--- config.mk ---
export PLATFORM = sky130hd
export DESIGN_NAME = host_access_port
export DESIGN_NICKNAME = d
export VERILOG_FILES = /design/src/design/host_access_pkg.sv /design/src/design/serial_slave.sv /design/src/design/host_access_port.sv
export SDC_FILE = /design/constraint.sdc
export NUM_CORES = 1
export LEC_CHECK = 0
export ABC_AREA = 1
export BUFFER_PORTS_ARGS = -buffer_cell sky130_fd_sc_hd__buf_2
export CAP_MARGIN = 0
export CORE_UTILIZATION = 40
export DETAILED_ROUTE_END_ITERATION = 12
export PLACE_DENSITY = 0.68
export SYNTH_ARGS = -nofsm -noshare
export SYNTH_HDL_FRONTEND = slang
export SYNTH_HIERARCHICAL = 1
export SYNTH_SLANG_ARGS = --single-unit
--- constraint.sdc ---
create_clock -name SYS_CLK_I -period 1.81 [get_ports SYS_CLK_I]
set_input_delay 0.362 -clock SYS_CLK_I [delete_from_list [all_inputs] [get_ports SYS_CLK_I]]
set_output_delay 0.362 -clock SYS_CLK_I [all_outputs]
set_load 0.005 [all_outputs]
--- src/design/host_access_pkg.sv ---
package host_access_pkg;

    localparam int ADDR_W = 13;
    localparam int DATA_W = 16;

    // Word address of the interrupt status register; a read of it releases the interrupt.
    localparam logic [ADDR_W-1:0] IRQ_STATUS_WORD = 13'h12C3;

    // Word returned during an interrupt acknowledge cycle; the value is arbitrary.
    localparam logic [DATA_W-1:0] IRQ_VECTOR_WORD = 16'h00F0;

    // Serial frame length and operation-select codes (mode pin 1 is the high bit).
    localparam logic [4:0] SER_LAST_BIT   = 5'h0F;
    localparam logic [1:0] SER_WRITE_REG  = 2'h0;
    localparam logic [1:0] SER_READ_REG   = 2'h1;
    localparam logic [1:0] SER_WRITE_ADDR = 2'h2;
    localparam logic [1:0] SER_NO_ACTION  = 2'h3;

    // Levels of the parallel direction input and of the port select input.
    localparam logic DIR_WRITE   = 1'b0;
    localparam logic SEL_SERIAL  = 1'b0;
    localparam logic SEL_PARALLEL = 1'b1;

    // One access request towards the internal registers and buffers.
    typedef struct packed {
        logic              wr;
        logic              rd;
        logic [ADDR_W-1:0] addr;
        logic [DATA_W-1:0] wdata;
    } reg_req_t;

    // One word taken from memory during a DMA transfer.
    typedef struct packed {
        logic              valid;
        logic [DATA_W-1:0] data;
    } dma_word_t;

    typedef enum logic [2:0] {P_IDLE, P_RD_ISSUE, P_RD_CAPTURE, P_ACK, P_RELEASE} par_state_t;
    typedef enum logic [2:0] {D_IDLE, D_REQ, D_WAIT, D_RDY, D_PULL} dma_state_t;

endpackage : host_access_pkg

--- src/design/serial_slave.sv ---
module serial_slave (
    input  wire logic                         clk_i,
    input  wire logic                         rst_i,
    input  wire logic                         en_i,
    input  wire logic                         sclk_i,
    input  wire logic                         mosi_i,
    input  wire logic [1:0]                   mode_i,
    input  wire logic                         load_i,
    input  wire logic [host_access_pkg::DATA_W-1:0] rdata_i,
    output logic                              miso_o,
    output host_access_pkg::reg_req_t         req_o
);

    logic                                 sclk_q;
    logic [4:0]                           cnt_q;
    logic [host_access_pkg::DATA_W-1:0]   sh_q;
    logic [host_access_pkg::ADDR_W-1:0]   addr_q;
    logic                                 armed_q;
    logic                                 rise;
    logic                                 frame_end;
    logic [host_access_pkg::DATA_W-1:0]   word;

    // The serial clock is a plain synchronous input, so its edges are found by comparison.
    assign rise      = sclk_i & ~sclk_q;
    assign frame_end = en_i && rise && cnt_q == host_access_pkg::SER_LAST_BIT;
    assign word      = {sh_q[host_access_pkg::DATA_W-2:0], mosi_i};
    assign miso_o    = sh_q[host_access_pkg::DATA_W-1];

    // Edge history of the serial clock.
    always_ff @(posedge clk_i)
    begin
        if (rst_i)
            sclk_q <= 1'b0;
        else
            sclk_q <= sclk_i;
    end

    // Bit counter; the no-action code or a disabled port holds the frame at its start.
    always_ff @(posedge clk_i)
    begin
        if (rst_i || !en_i || mode_i == host_access_pkg::SER_NO_ACTION)
            cnt_q <= 5'h00;
        else if (frame_end)
            cnt_q <= 5'h00;
        else if (rise)
            cnt_q <= cnt_q + 5'h01;
    end

    // Shift register, most significant bit first in both directions; read data reloads it.
    always_ff @(posedge clk_i)
    begin
        if (rst_i)
            sh_q <= '0;
        else if (load_i)
            sh_q <= rdata_i;
        else if (en_i && rise)
            sh_q <= word;
    end

    // The stored address stays in force until another address frame arrives.
    always_ff @(posedge clk_i)
    begin
        if (rst_i)
            addr_q <= '0;
        else if (frame_end && mode_i == host_access_pkg::SER_WRITE_ADDR)
            addr_q <= word[host_access_pkg::ADDR_W-1:0];
    end

    // One read per frame, issued before the first bit so the MSB is ready in time.
    always_ff @(posedge clk_i)
    begin
        if (rst_i || !en_i || frame_end)
            armed_q <= 1'b0;
        else if (mode_i == host_access_pkg::SER_READ_REG && cnt_q == 5'h00)
            armed_q <= 1'b1;
    end

    // Register requests: a write at the end of a write frame, a read at a read frame start.
    always_ff @(posedge clk_i)
    begin
        if (rst_i)
            req_o <= '0;
        else
        begin
            req_o.wr    <= frame_end && mode_i == host_access_pkg::SER_WRITE_REG;
            req_o.rd    <= en_i && !armed_q && cnt_q == 5'h00 &&
                           mode_i == host_access_pkg::SER_READ_REG;
            req_o.addr  <= addr_q;
            req_o.wdata <= word;
        end
    end

    addr_hold_a: assert property (@(posedge clk_i) disable iff (rst_i)
        frame_end && mode_i == host_access_pkg::SER_WRITE_ADDR |=>
        addr_q == $past(word[host_access_pkg::ADDR_W-1:0]) ##1 $stable(addr_q) || frame_end)
        else $error("Serial address not stored from an address frame.");
    no_action_a: assert property (@(posedge clk_i) disable iff (rst_i)
        mode_i == host_access_pkg::SER_NO_ACTION |=> cnt_q == 5'h00 && !req_o.wr)
        else $error("Serial no-action code still moved the frame.");
    ser_read_c: cover property (@(posedge clk_i) disable iff (rst_i) req_o.rd ##[1:200] frame_end);

endmodule : serial_slave

--- src/design/host_access_port.sv ---
module host_access_port (
    input  wire logic                              SYS_CLK_I,
    input  wire logic                              SYS_RST_I,
    input  wire logic                              HOST_PORT_SELECT_I,
    input  wire logic                              CS_N_I,
    input  wire logic                              RNW_I,
    input  wire logic [host_access_pkg::ADDR_W-1:0] ADDR_I,
    input  wire logic [host_access_pkg::DATA_W-1:0] DATA_I,
    output logic      [host_access_pkg::DATA_W-1:0] DATA_O,
    output logic                                   DATA_OE_N_O,
    input  wire logic                              BUS_CYCLE_HANDSHAKE_N_I,
    output logic                                   BUS_CYCLE_HANDSHAKE_N_O,
    output logic                                   BUS_CYCLE_HANDSHAKE_OE_N_O,
    input  wire logic                              IRQ_EVENT_I,
    input  wire logic                              IRQ_ACKNOWLEDGE_N_I,
    output logic                                   INT_N_O,
    input  wire logic                              DMA_START_I,
    output logic                                   DMA_REQ_N_O,
    input  wire logic                              DMA_GRANT_N_I,
    input  wire logic                              DMA_LAST_N_I,
    output logic                                   DMA_READY_N_O,
    output logic                                   DMA_READY_OE_N_O,
    output host_access_pkg::dma_word_t             DMA_WORD_O,
    input  wire logic                              SER_CLK_I,
    input  wire logic                              SER_MOSI_I,
    output logic                                   SER_MISO_O,
    input  wire logic [1:0]                        SER_MODE_I,
    output host_access_pkg::reg_req_t              REG_REQ_O,
    input  wire logic [host_access_pkg::DATA_W-1:0] REG_RDATA_I
);

    host_access_pkg::par_state_t           p_state_q;
    host_access_pkg::dma_state_t           d_state_q;
    host_access_pkg::reg_req_t             par_req;
    host_access_pkg::reg_req_t             ser_req;
    logic                                  ser_miso;
    logic                                  ser_load;
    logic                                  par_sel;
    logic                                  par_start;
    logic                                  irq_acknowledge_n_q;
    logic                                  irq_pend_q;
    logic                                  irq_pend_d;
    logic                                  isr_read;
    logic                                  last_q;

    // Only the selected port can reach the registers and buffers.
    assign par_sel   = HOST_PORT_SELECT_I == host_access_pkg::SEL_PARALLEL;
    assign par_start = par_sel && !CS_N_I && p_state_q == host_access_pkg::P_IDLE;

    // The address is taken as it stands when chip select falls; the host keeps it settled.
    always_comb
    begin
        par_req       = '0;
        par_req.addr  = ADDR_I;
        par_req.wdata = DATA_I;
        if (par_start && IRQ_ACKNOWLEDGE_N_I)
        begin
            par_req.wr = RNW_I == host_access_pkg::DIR_WRITE;
            par_req.rd = RNW_I != host_access_pkg::DIR_WRITE;
        end
    end

    // Serial read data is loaded in the cycle the register file answers a serial read.
    assign ser_load = REG_REQ_O.rd && !par_sel;

    serial_slave u_serial (
        .clk_i   (SYS_CLK_I),
        .rst_i   (SYS_RST_I),
        .en_i    (HOST_PORT_SELECT_I == host_access_pkg::SEL_SERIAL),
        .sclk_i  (SER_CLK_I),
        .mosi_i  (SER_MOSI_I),
        .mode_i  (SER_MODE_I),
        .load_i  (ser_load),
        .rdata_i (REG_RDATA_I),
        .miso_o  (ser_miso),
        .req_o   (ser_req)
    );

    // Single request register shared by both ports; the port select picks the source.
    always_ff @(posedge SYS_CLK_I)
    begin
        if (SYS_RST_I)
            REG_REQ_O <= '0;
        else
            REG_REQ_O <= par_sel ? par_req : ser_req;
    end

    // Slave output data, registered once more so the pin comes from a flip-flop.
    always_ff @(posedge SYS_CLK_I)
    begin
        if (SYS_RST_I)
            SER_MISO_O <= 1'b0;
        else
            SER_MISO_O <= ser_miso;
    end

    // Parallel cycle sequencer: reads wait one cycle for the register file, then drive data.
    always_ff @(posedge SYS_CLK_I)
    begin
        if (SYS_RST_I)
            p_state_q <= host_access_pkg::P_IDLE;
        else
            unique case (p_state_q)
                host_access_pkg::P_IDLE:
                    if (par_start)
                        p_state_q <= (RNW_I == host_access_pkg::DIR_WRITE) ?
                                     host_access_pkg::P_ACK : host_access_pkg::P_RD_ISSUE;
                host_access_pkg::P_RD_ISSUE:
                    p_state_q <= host_access_pkg::P_RD_CAPTURE;
                host_access_pkg::P_RD_CAPTURE:
                    p_state_q <= host_access_pkg::P_ACK;
                host_access_pkg::P_ACK:
                    if (CS_N_I)
                        p_state_q <= host_access_pkg::P_RELEASE;
                host_access_pkg::P_RELEASE:
                    p_state_q <= host_access_pkg::P_IDLE;
            endcase
    end

    // An interrupt acknowledge cycle returns the vector word instead of a register.
    always_ff @(posedge SYS_CLK_I)
    begin
        if (SYS_RST_I)
            irq_acknowledge_n_q <= 1'b0;
        else if (par_start)
            irq_acknowledge_n_q <= !IRQ_ACKNOWLEDGE_N_I;
    end

    // Read data bus: captured while the read request still stands, so the register file
    // answer is taken in its own cycle, and driven a cycle ahead of the acknowledge.
    always_ff @(posedge SYS_CLK_I)
    begin
        if (SYS_RST_I)
        begin
            DATA_O      <= '0;
            DATA_OE_N_O <= 1'b1;
        end
        else if (p_state_q == host_access_pkg::P_RD_ISSUE)
        begin
            DATA_O      <= irq_acknowledge_n_q ? host_access_pkg::IRQ_VECTOR_WORD : REG_RDATA_I;
            DATA_OE_N_O <= 1'b0;
        end
        else if (CS_N_I || p_state_q == host_access_pkg::P_IDLE)
            DATA_OE_N_O <= 1'b1;
    end

    // Shared handshake pin: an acknowledge output for host cycles, an input during DMA.
    // The pin is driven high for one cycle before release at the end of a host cycle, but not when DMA releases it during the acknowledge.
    always_ff @(posedge SYS_CLK_I)
    begin
        if (SYS_RST_I)
        begin
            BUS_CYCLE_HANDSHAKE_N_O    <= 1'b1;
            BUS_CYCLE_HANDSHAKE_OE_N_O <= 1'b1;
        end
        else if (par_start && RNW_I == host_access_pkg::DIR_WRITE)
        begin
            BUS_CYCLE_HANDSHAKE_N_O    <= 1'b0;
            BUS_CYCLE_HANDSHAKE_OE_N_O <= 1'b0;
        end
        else if (p_state_q == host_access_pkg::P_RD_CAPTURE)
        begin
            BUS_CYCLE_HANDSHAKE_N_O    <= 1'b0;
            BUS_CYCLE_HANDSHAKE_OE_N_O <= 1'b0;
        end
        else if (p_state_q == host_access_pkg::P_ACK && CS_N_I)
            BUS_CYCLE_HANDSHAKE_N_O    <= 1'b1;
        else if (p_state_q == host_access_pkg::P_RELEASE || d_state_q != host_access_pkg::D_IDLE)
            BUS_CYCLE_HANDSHAKE_OE_N_O <= 1'b1;
    end

    // Pending interrupt: a new event wins over a status read in the same cycle.
    assign isr_read   = REG_REQ_O.rd && REG_REQ_O.addr == host_access_pkg::IRQ_STATUS_WORD;
    assign irq_pend_d = IRQ_EVENT_I || (irq_pend_q && !isr_read);

    always_ff @(posedge SYS_CLK_I)
    begin
        if (SYS_RST_I)
        begin
            irq_pend_q <= 1'b0;
            INT_N_O    <= 1'b1;
        end
        else
        begin
            irq_pend_q <= irq_pend_d;
            INT_N_O    <= !irq_pend_d;
        end
    end

    // DMA sequencer: request, wait for grant and memory data, signal ready, repeat until last.
    always_ff @(posedge SYS_CLK_I)
    begin
        if (SYS_RST_I)
            d_state_q <= host_access_pkg::D_IDLE;
        else
            unique case (d_state_q)
                host_access_pkg::D_IDLE:
                    if (DMA_START_I)
                        d_state_q <= host_access_pkg::D_REQ;
                host_access_pkg::D_REQ:
                    if (!DMA_GRANT_N_I)
                        d_state_q <= host_access_pkg::D_WAIT;
                host_access_pkg::D_WAIT:
                    if (!DMA_GRANT_N_I && !BUS_CYCLE_HANDSHAKE_N_I)
                        d_state_q <= host_access_pkg::D_RDY;
                host_access_pkg::D_RDY:
                    if (BUS_CYCLE_HANDSHAKE_N_I)
                        d_state_q <= host_access_pkg::D_PULL;
                host_access_pkg::D_PULL:
                    d_state_q <= last_q ? host_access_pkg::D_IDLE : host_access_pkg::D_WAIT;
            endcase
    end

    // The last-transfer mark is remembered for the transfer in progress only.
    always_ff @(posedge SYS_CLK_I)
    begin
        if (SYS_RST_I || d_state_q == host_access_pkg::D_PULL)
            last_q <= 1'b0;
        else if ((d_state_q == host_access_pkg::D_WAIT || d_state_q == host_access_pkg::D_RDY) &&
                 !DMA_LAST_N_I)
            last_q <= 1'b1;
    end

    // Request stays low for the whole burst and is withdrawn once the last transfer ends.
    always_ff @(posedge SYS_CLK_I)
    begin
        if (SYS_RST_I)
            DMA_REQ_N_O <= 1'b1;
        else if (d_state_q == host_access_pkg::D_IDLE && DMA_START_I)
            DMA_REQ_N_O <= 1'b0;
        else if (d_state_q == host_access_pkg::D_PULL && last_q)
            DMA_REQ_N_O <= 1'b1;
    end

    // Ready: low while the memory cycle completes, high for one cycle, then released.
    always_ff @(posedge SYS_CLK_I)
    begin
        if (SYS_RST_I)
        begin
            DMA_READY_N_O    <= 1'b1;
            DMA_READY_OE_N_O <= 1'b1;
        end
        else if (d_state_q == host_access_pkg::D_WAIT && !DMA_GRANT_N_I && !BUS_CYCLE_HANDSHAKE_N_I)
        begin
            DMA_READY_N_O    <= 1'b0;
            DMA_READY_OE_N_O <= 1'b0;
        end
        else if (d_state_q == host_access_pkg::D_RDY && BUS_CYCLE_HANDSHAKE_N_I)
            DMA_READY_N_O    <= 1'b1;
        else if (d_state_q == host_access_pkg::D_PULL)
            DMA_READY_OE_N_O <= 1'b1;
    end

    // Memory data is taken while the memory holds its handshake low.
    always_ff @(posedge SYS_CLK_I)
    begin
        if (SYS_RST_I)
            DMA_WORD_O <= '0;
        else
        begin
            DMA_WORD_O.valid <= d_state_q == host_access_pkg::D_WAIT && !DMA_GRANT_N_I &&
                                !BUS_CYCLE_HANDSHAKE_N_I;
            DMA_WORD_O.data  <= DATA_I;
        end
    end

    unselected_port_a: assert property (@(posedge SYS_CLK_I) disable iff (SYS_RST_I)
        !par_sel && p_state_q == host_access_pkg::P_IDLE |=>
        p_state_q == host_access_pkg::P_IDLE && BUS_CYCLE_HANDSHAKE_OE_N_O && DATA_OE_N_O)
        else $error("Parallel port answered while the serial port is selected.");
    write_taken_a: assert property (@(posedge SYS_CLK_I) disable iff (SYS_RST_I)
        par_start && !RNW_I && IRQ_ACKNOWLEDGE_N_I |=>
        REG_REQ_O.wr && !BUS_CYCLE_HANDSHAKE_N_O && !BUS_CYCLE_HANDSHAKE_OE_N_O)
        else $error("Write not taken with acknowledge one cycle after chip select.");
    read_data_first_a: assert property (@(posedge SYS_CLK_I) disable iff (SYS_RST_I)
        par_start && RNW_I |=> DATA_OE_N_O ##1 !DATA_OE_N_O && BUS_CYCLE_HANDSHAKE_N_O ##1
        !DATA_OE_N_O && !BUS_CYCLE_HANDSHAKE_N_O)
        else $error("Read data not driven a cycle ahead of the acknowledge.");
    ack_release_a: assert property (@(posedge SYS_CLK_I) disable iff (SYS_RST_I)
        p_state_q == host_access_pkg::P_ACK && CS_N_I |=>
        BUS_CYCLE_HANDSHAKE_N_O && !BUS_CYCLE_HANDSHAKE_OE_N_O ##1 BUS_CYCLE_HANDSHAKE_OE_N_O)
        else $error("Acknowledge not pulled high and released after chip select.");
    irq_clear_a: assert property (@(posedge SYS_CLK_I) disable iff (SYS_RST_I)
        isr_read && !IRQ_EVENT_I |=> INT_N_O)
        else $error("Interrupt not released by a status register read.");
    irq_set_a: assert property (@(posedge SYS_CLK_I) disable iff (SYS_RST_I)
        IRQ_EVENT_I |=> !INT_N_O)
        else $error("Interrupt event lost.");
    dma_request_a: assert property (@(posedge SYS_CLK_I) disable iff (SYS_RST_I)
        d_state_q == host_access_pkg::D_IDLE && DMA_START_I |=> !DMA_REQ_N_O)
        else $error("DMA request not raised on start.");
    dma_input_a: assert property (@(posedge SYS_CLK_I) disable iff (SYS_RST_I)
        d_state_q == host_access_pkg::D_WAIT |-> BUS_CYCLE_HANDSHAKE_OE_N_O)
        else $error("Handshake pin driven while DMA memory owns it.");
    ready_release_a: assert property (@(posedge SYS_CLK_I) disable iff (SYS_RST_I)
        $rose(DMA_READY_N_O) |-> !DMA_READY_OE_N_O ##1 DMA_READY_OE_N_O)
        else $error("Ready not held high before release.");
    burst_end_a: assert property (@(posedge SYS_CLK_I) disable iff (SYS_RST_I)
        d_state_q == host_access_pkg::D_PULL && last_q |=> DMA_REQ_N_O && d_state_q == host_access_pkg::D_IDLE)
        else $error("Burst did not end after the last transfer.");

    par_write_c: cover property (@(posedge SYS_CLK_I) disable iff (SYS_RST_I) REG_REQ_O.wr && par_sel);
    par_read_c: cover property (@(posedge SYS_CLK_I) disable iff (SYS_RST_I)
        p_state_q == host_access_pkg::P_RD_CAPTURE ##1 !BUS_CYCLE_HANDSHAKE_N_O);
    dma_burst_c: cover property (@(posedge SYS_CLK_I) disable iff (SYS_RST_I)
        d_state_q == host_access_pkg::D_PULL && !last_q ##[1:20] d_state_q == host_access_pkg::D_PULL && last_q);

endmodule : host_access_port

==> metrics.txt <==
result of the run=complete, no violations; effective utilization at floorplan=41.4%; global-route total usage across every layer=18.9%; clock insertion delay at the later pin of the skew report=0.42 ns; Final HPWL DP=9.16 mm; count of mapped cells out of synthesis=692; DR WL met3=764 microns; portion of netlist area occupied by mux cells=0%; Final Hold Violating Endpoints=0; total wire length=12.7 mm; number of input and output port buffers inserted=131; # nets final=884; TritonCTS clock tree=built; normalized max-slew margin=69.8%; Post-CTS Setup Bufs=0; max incr delay on CP=0.38 ns; 1st-iter DRT viols=303; pin count of the biggest net entering global routing=45; via count of the first global-routing pass=4272; transition time at the pin with the least slew margin=0.451 ns; start-to-end type of the worst setup path=register to register; setup clock skew after layout=0.00717 ns; M1 WL=6.10 mm; Met2 Routed Length=5.59 mm; total clock buffers created by CTS=17; post-synthesis share of cell area spent on full adders, half adders and majority gates=0.677%; via total after detailed routing=4710; number of rows created at floorplan=42; clk sinks=148; antenna cells=0; first-pass GRT wire length=21.0 mm; fraction of registers with async set or reset after synthesis=0%; vias per std cell=4.66; Die H=120 microns; Filler Cell Count=1319; capturing element type of the critical path=register; CP Launch Type=register; achievable frequency=0.614 GHz; number of register bits inferred by synthesis=148; die area=14300 sq um; drt first pass iters=4; CORE AREA=13400 sq um; dominant combinational cell family by area after synthesis=simple AND/OR/NAND/NOR gates; worst-case setup slack after placement=0.185 ns; Overflow after GRT=0; # setup viols final=0; cell total after placement=978; nets in the synthesized netlist=755; CP Data Arrival Time=1.95 ns; cell area power density=1140 nW/um^2; simple-gate share of the synthesized area=26.1%; total power=7.92 mW; number of unique standard cell types used by synthesis=36; synthesized-area fraction occupied by ao, oa, aoi and oai cells=9.84%; final worst slack=0.181 ns; Period Utilization, post-route=90.0%; syn_area_per_cell=8.01 sq um; Max Fanout on Critical Path=13; post-synthesis sequential area ratio=53.4%; leak pwr=3.14 nW; horizontal extent of the die=120 microns; count of synthesis-stage warnings from yosys=6; IR Drop Worst-Case VDD=0.590 mV; final core utilization=51.6%; reported max-cap violation count=0; share of the synthesized netlist area taken by xor and xnor gates=0.316%; flop2flop setup slack=0.18 ns; global placement routability congestion=0.777; Post-synth EDFFs=0; initial antenna violation count=0; ANT nets after route=0; deepest clock path buffer count=2; post-synthesis cell area=5540 sq um; io pins=132; Hold-fix buffers, CTS=0; CTS resizes=0; final slew viol count=0; shortest period the worst path allows=1.63 ns; setup repair after global routing missed its margin=false; Critical-path top delay cell=sky130_fd_sc_hd__dfxtp_1; CTS root buf=sky130_fd_sc_hd__clkbuf_16; final sum of negative setup slack=0 ns; Main synth FF type=sky130_fd_sc_hd__dfxtp_1; routed len/inst=12.5 microns; series of cell instances along the critical path=ha_1, nand2_1, nor2_1, ha_1, inv_1, nor2_4, nand3_1, nand2_1, nor2_1; Layout Area Growth over Synthesis=24.8%; top layer reached by signal wires=met4; residual DRC count=0; final standard cell count with taps included and fillers excluded=1010; worst hold-check path type=input port to register; fraction of final layout cells with drive strength greater than 1=25.3%; clock-pin slew on the worst setup and hold paths=0.06 ns; worst endpoint required time=2.13 ns; H-tree depth=4
## path summary, 6_finish.rpt
path | startpoint | endpoint | cells past startpoint
max reg2reg | u_serial/cnt_q[0] | u_serial/addr_q[8] | 9
min reg2reg | u_serial/addr_q[5] | u_serial/req_o[21] | 2
min | SER_MODE_I[1] | u_serial/req_o[30] | 2
max | u_serial/cnt_q[0] | u_serial/addr_q[8] | 9
## flip-flops by register name, summed over array words and instances (netlist names), 3 cells and up
name             count
DATA_O              16
DMA_WORD_O          17
REG_REQ_O           31
d_state_q            3
p_state_q            3
u_serial/addr_q     13
u_serial/cnt_q       5
u_serial/req_o      31
u_serial/sh_q       16
## synth_stat cells, types with 2 or more instances
cell / count / area, sq um
sky130_fd_sc_hd__nor4_1: 2 / 12.5
sky130_fd_sc_hd__xor2_1: 2 / 17.5
sky130_fd_sc_hd__o211ai_1: 7 / 52.6
sky130_fd_sc_hd__nor2_1: 126 / 473
sky130_fd_sc_hd__o31ai_1: 2 / 15.0
sky130_fd_sc_hd__buf_1: 3 / 11.3
sky130_fd_sc_hd__buf_2: 11 / 55.1
sky130_fd_sc_hd__inv_2: 6 / 22.5
sky130_fd_sc_hd__a21oi_1: 31 / 155
sky130_fd_sc_hd__nand4_1: 17 / 106
sky130_fd_sc_hd__nor3_1: 4 / 20.0
sky130_fd_sc_hd__a21oi_2: 9 / 78.8
sky130_fd_sc_hd__buf_6: 3 / 33.8
sky130_fd_sc_hd__buf_4: 2 / 15.0
sky130_fd_sc_hd__dfxtp_1: 148 / 2960
sky130_fd_sc_hd__nor2_2: 4 / 25.0
sky130_fd_sc_hd__ha_1: 3 / 37.5
sky130_fd_sc_hd__nand2_2: 13 / 81.3
sky130_fd_sc_hd__nor2_4: 2 / 22.5
sky130_fd_sc_hd__nand2_1: 98 / 368
sky130_fd_sc_hd__inv_1: 85 / 319
sky130_fd_sc_hd__o21ai_0: 43 / 215
sky130_fd_sc_hd__clkbuf_1: 11 / 41.3
sky130_fd_sc_hd__nand3_1: 48 / 240
## cells by family after synthesis
group           after synthesis
fa+ha+maj                     3
buf+inv                     123
simple gates                320
compound gates               96
xor+xnor                      2
flops                       148
## where the power goes
part           switching (mW)  total [mW]  internal, mW
Combinational           0.600       0.970         0.370
Clock                    1.29        3.42          2.13
Sequential             0.0998        3.53          3.43
## layer usage
layer  up-vias  GRT usage, %
li1       2445             -
met1      2106          24.8
met2       142          29.1
met3        17          5.42
met4         0          7.73
met5         -             0
## per-stage QoR
step	hold WS (ns)	cell area, sq um
after floorplan	0.403	5540
after global placement	0.411	6340
after detailed placement	0.410	6340
after CTS	0.147	6920
after global routing	0.149	6920
final	0.158	6920
## layout make-up
class / count / area, sq um / area share (%)
clock inverter: 9 / 103 / 1.48
multi-input combinational: 421 / 2050 / 29.6
timing repair buffer: 142 / 763 / 11.0
sequential: 148 / 2960 / 42.8
inverter: 91 / 342 / 4.94
clock buffer: 23 / 478 / 6.91
tap: 176 / 220 / 3.18
## cell usage in the layout (no fill, tap or decap), drive strengths merged, types with 18 or more instances in the layout
master  count
nor2      133
clkbuf     23
nand4      18
o21ai      43
dfxtp     148
buf       142
a21oi      40
nand2     113
nand3      49
inv        91
## critical path: cells and delay by family, from the launching register on
kind	cells	cell delay [ns]
AND/OR/NAND/NOR	6	0.67
adder cells (fa/ha/maj)	2	0.40
flip-flops	1	0.38
buffers and inverters	1	0.09
Note: power is estimated with default switching activity, not from simulation.
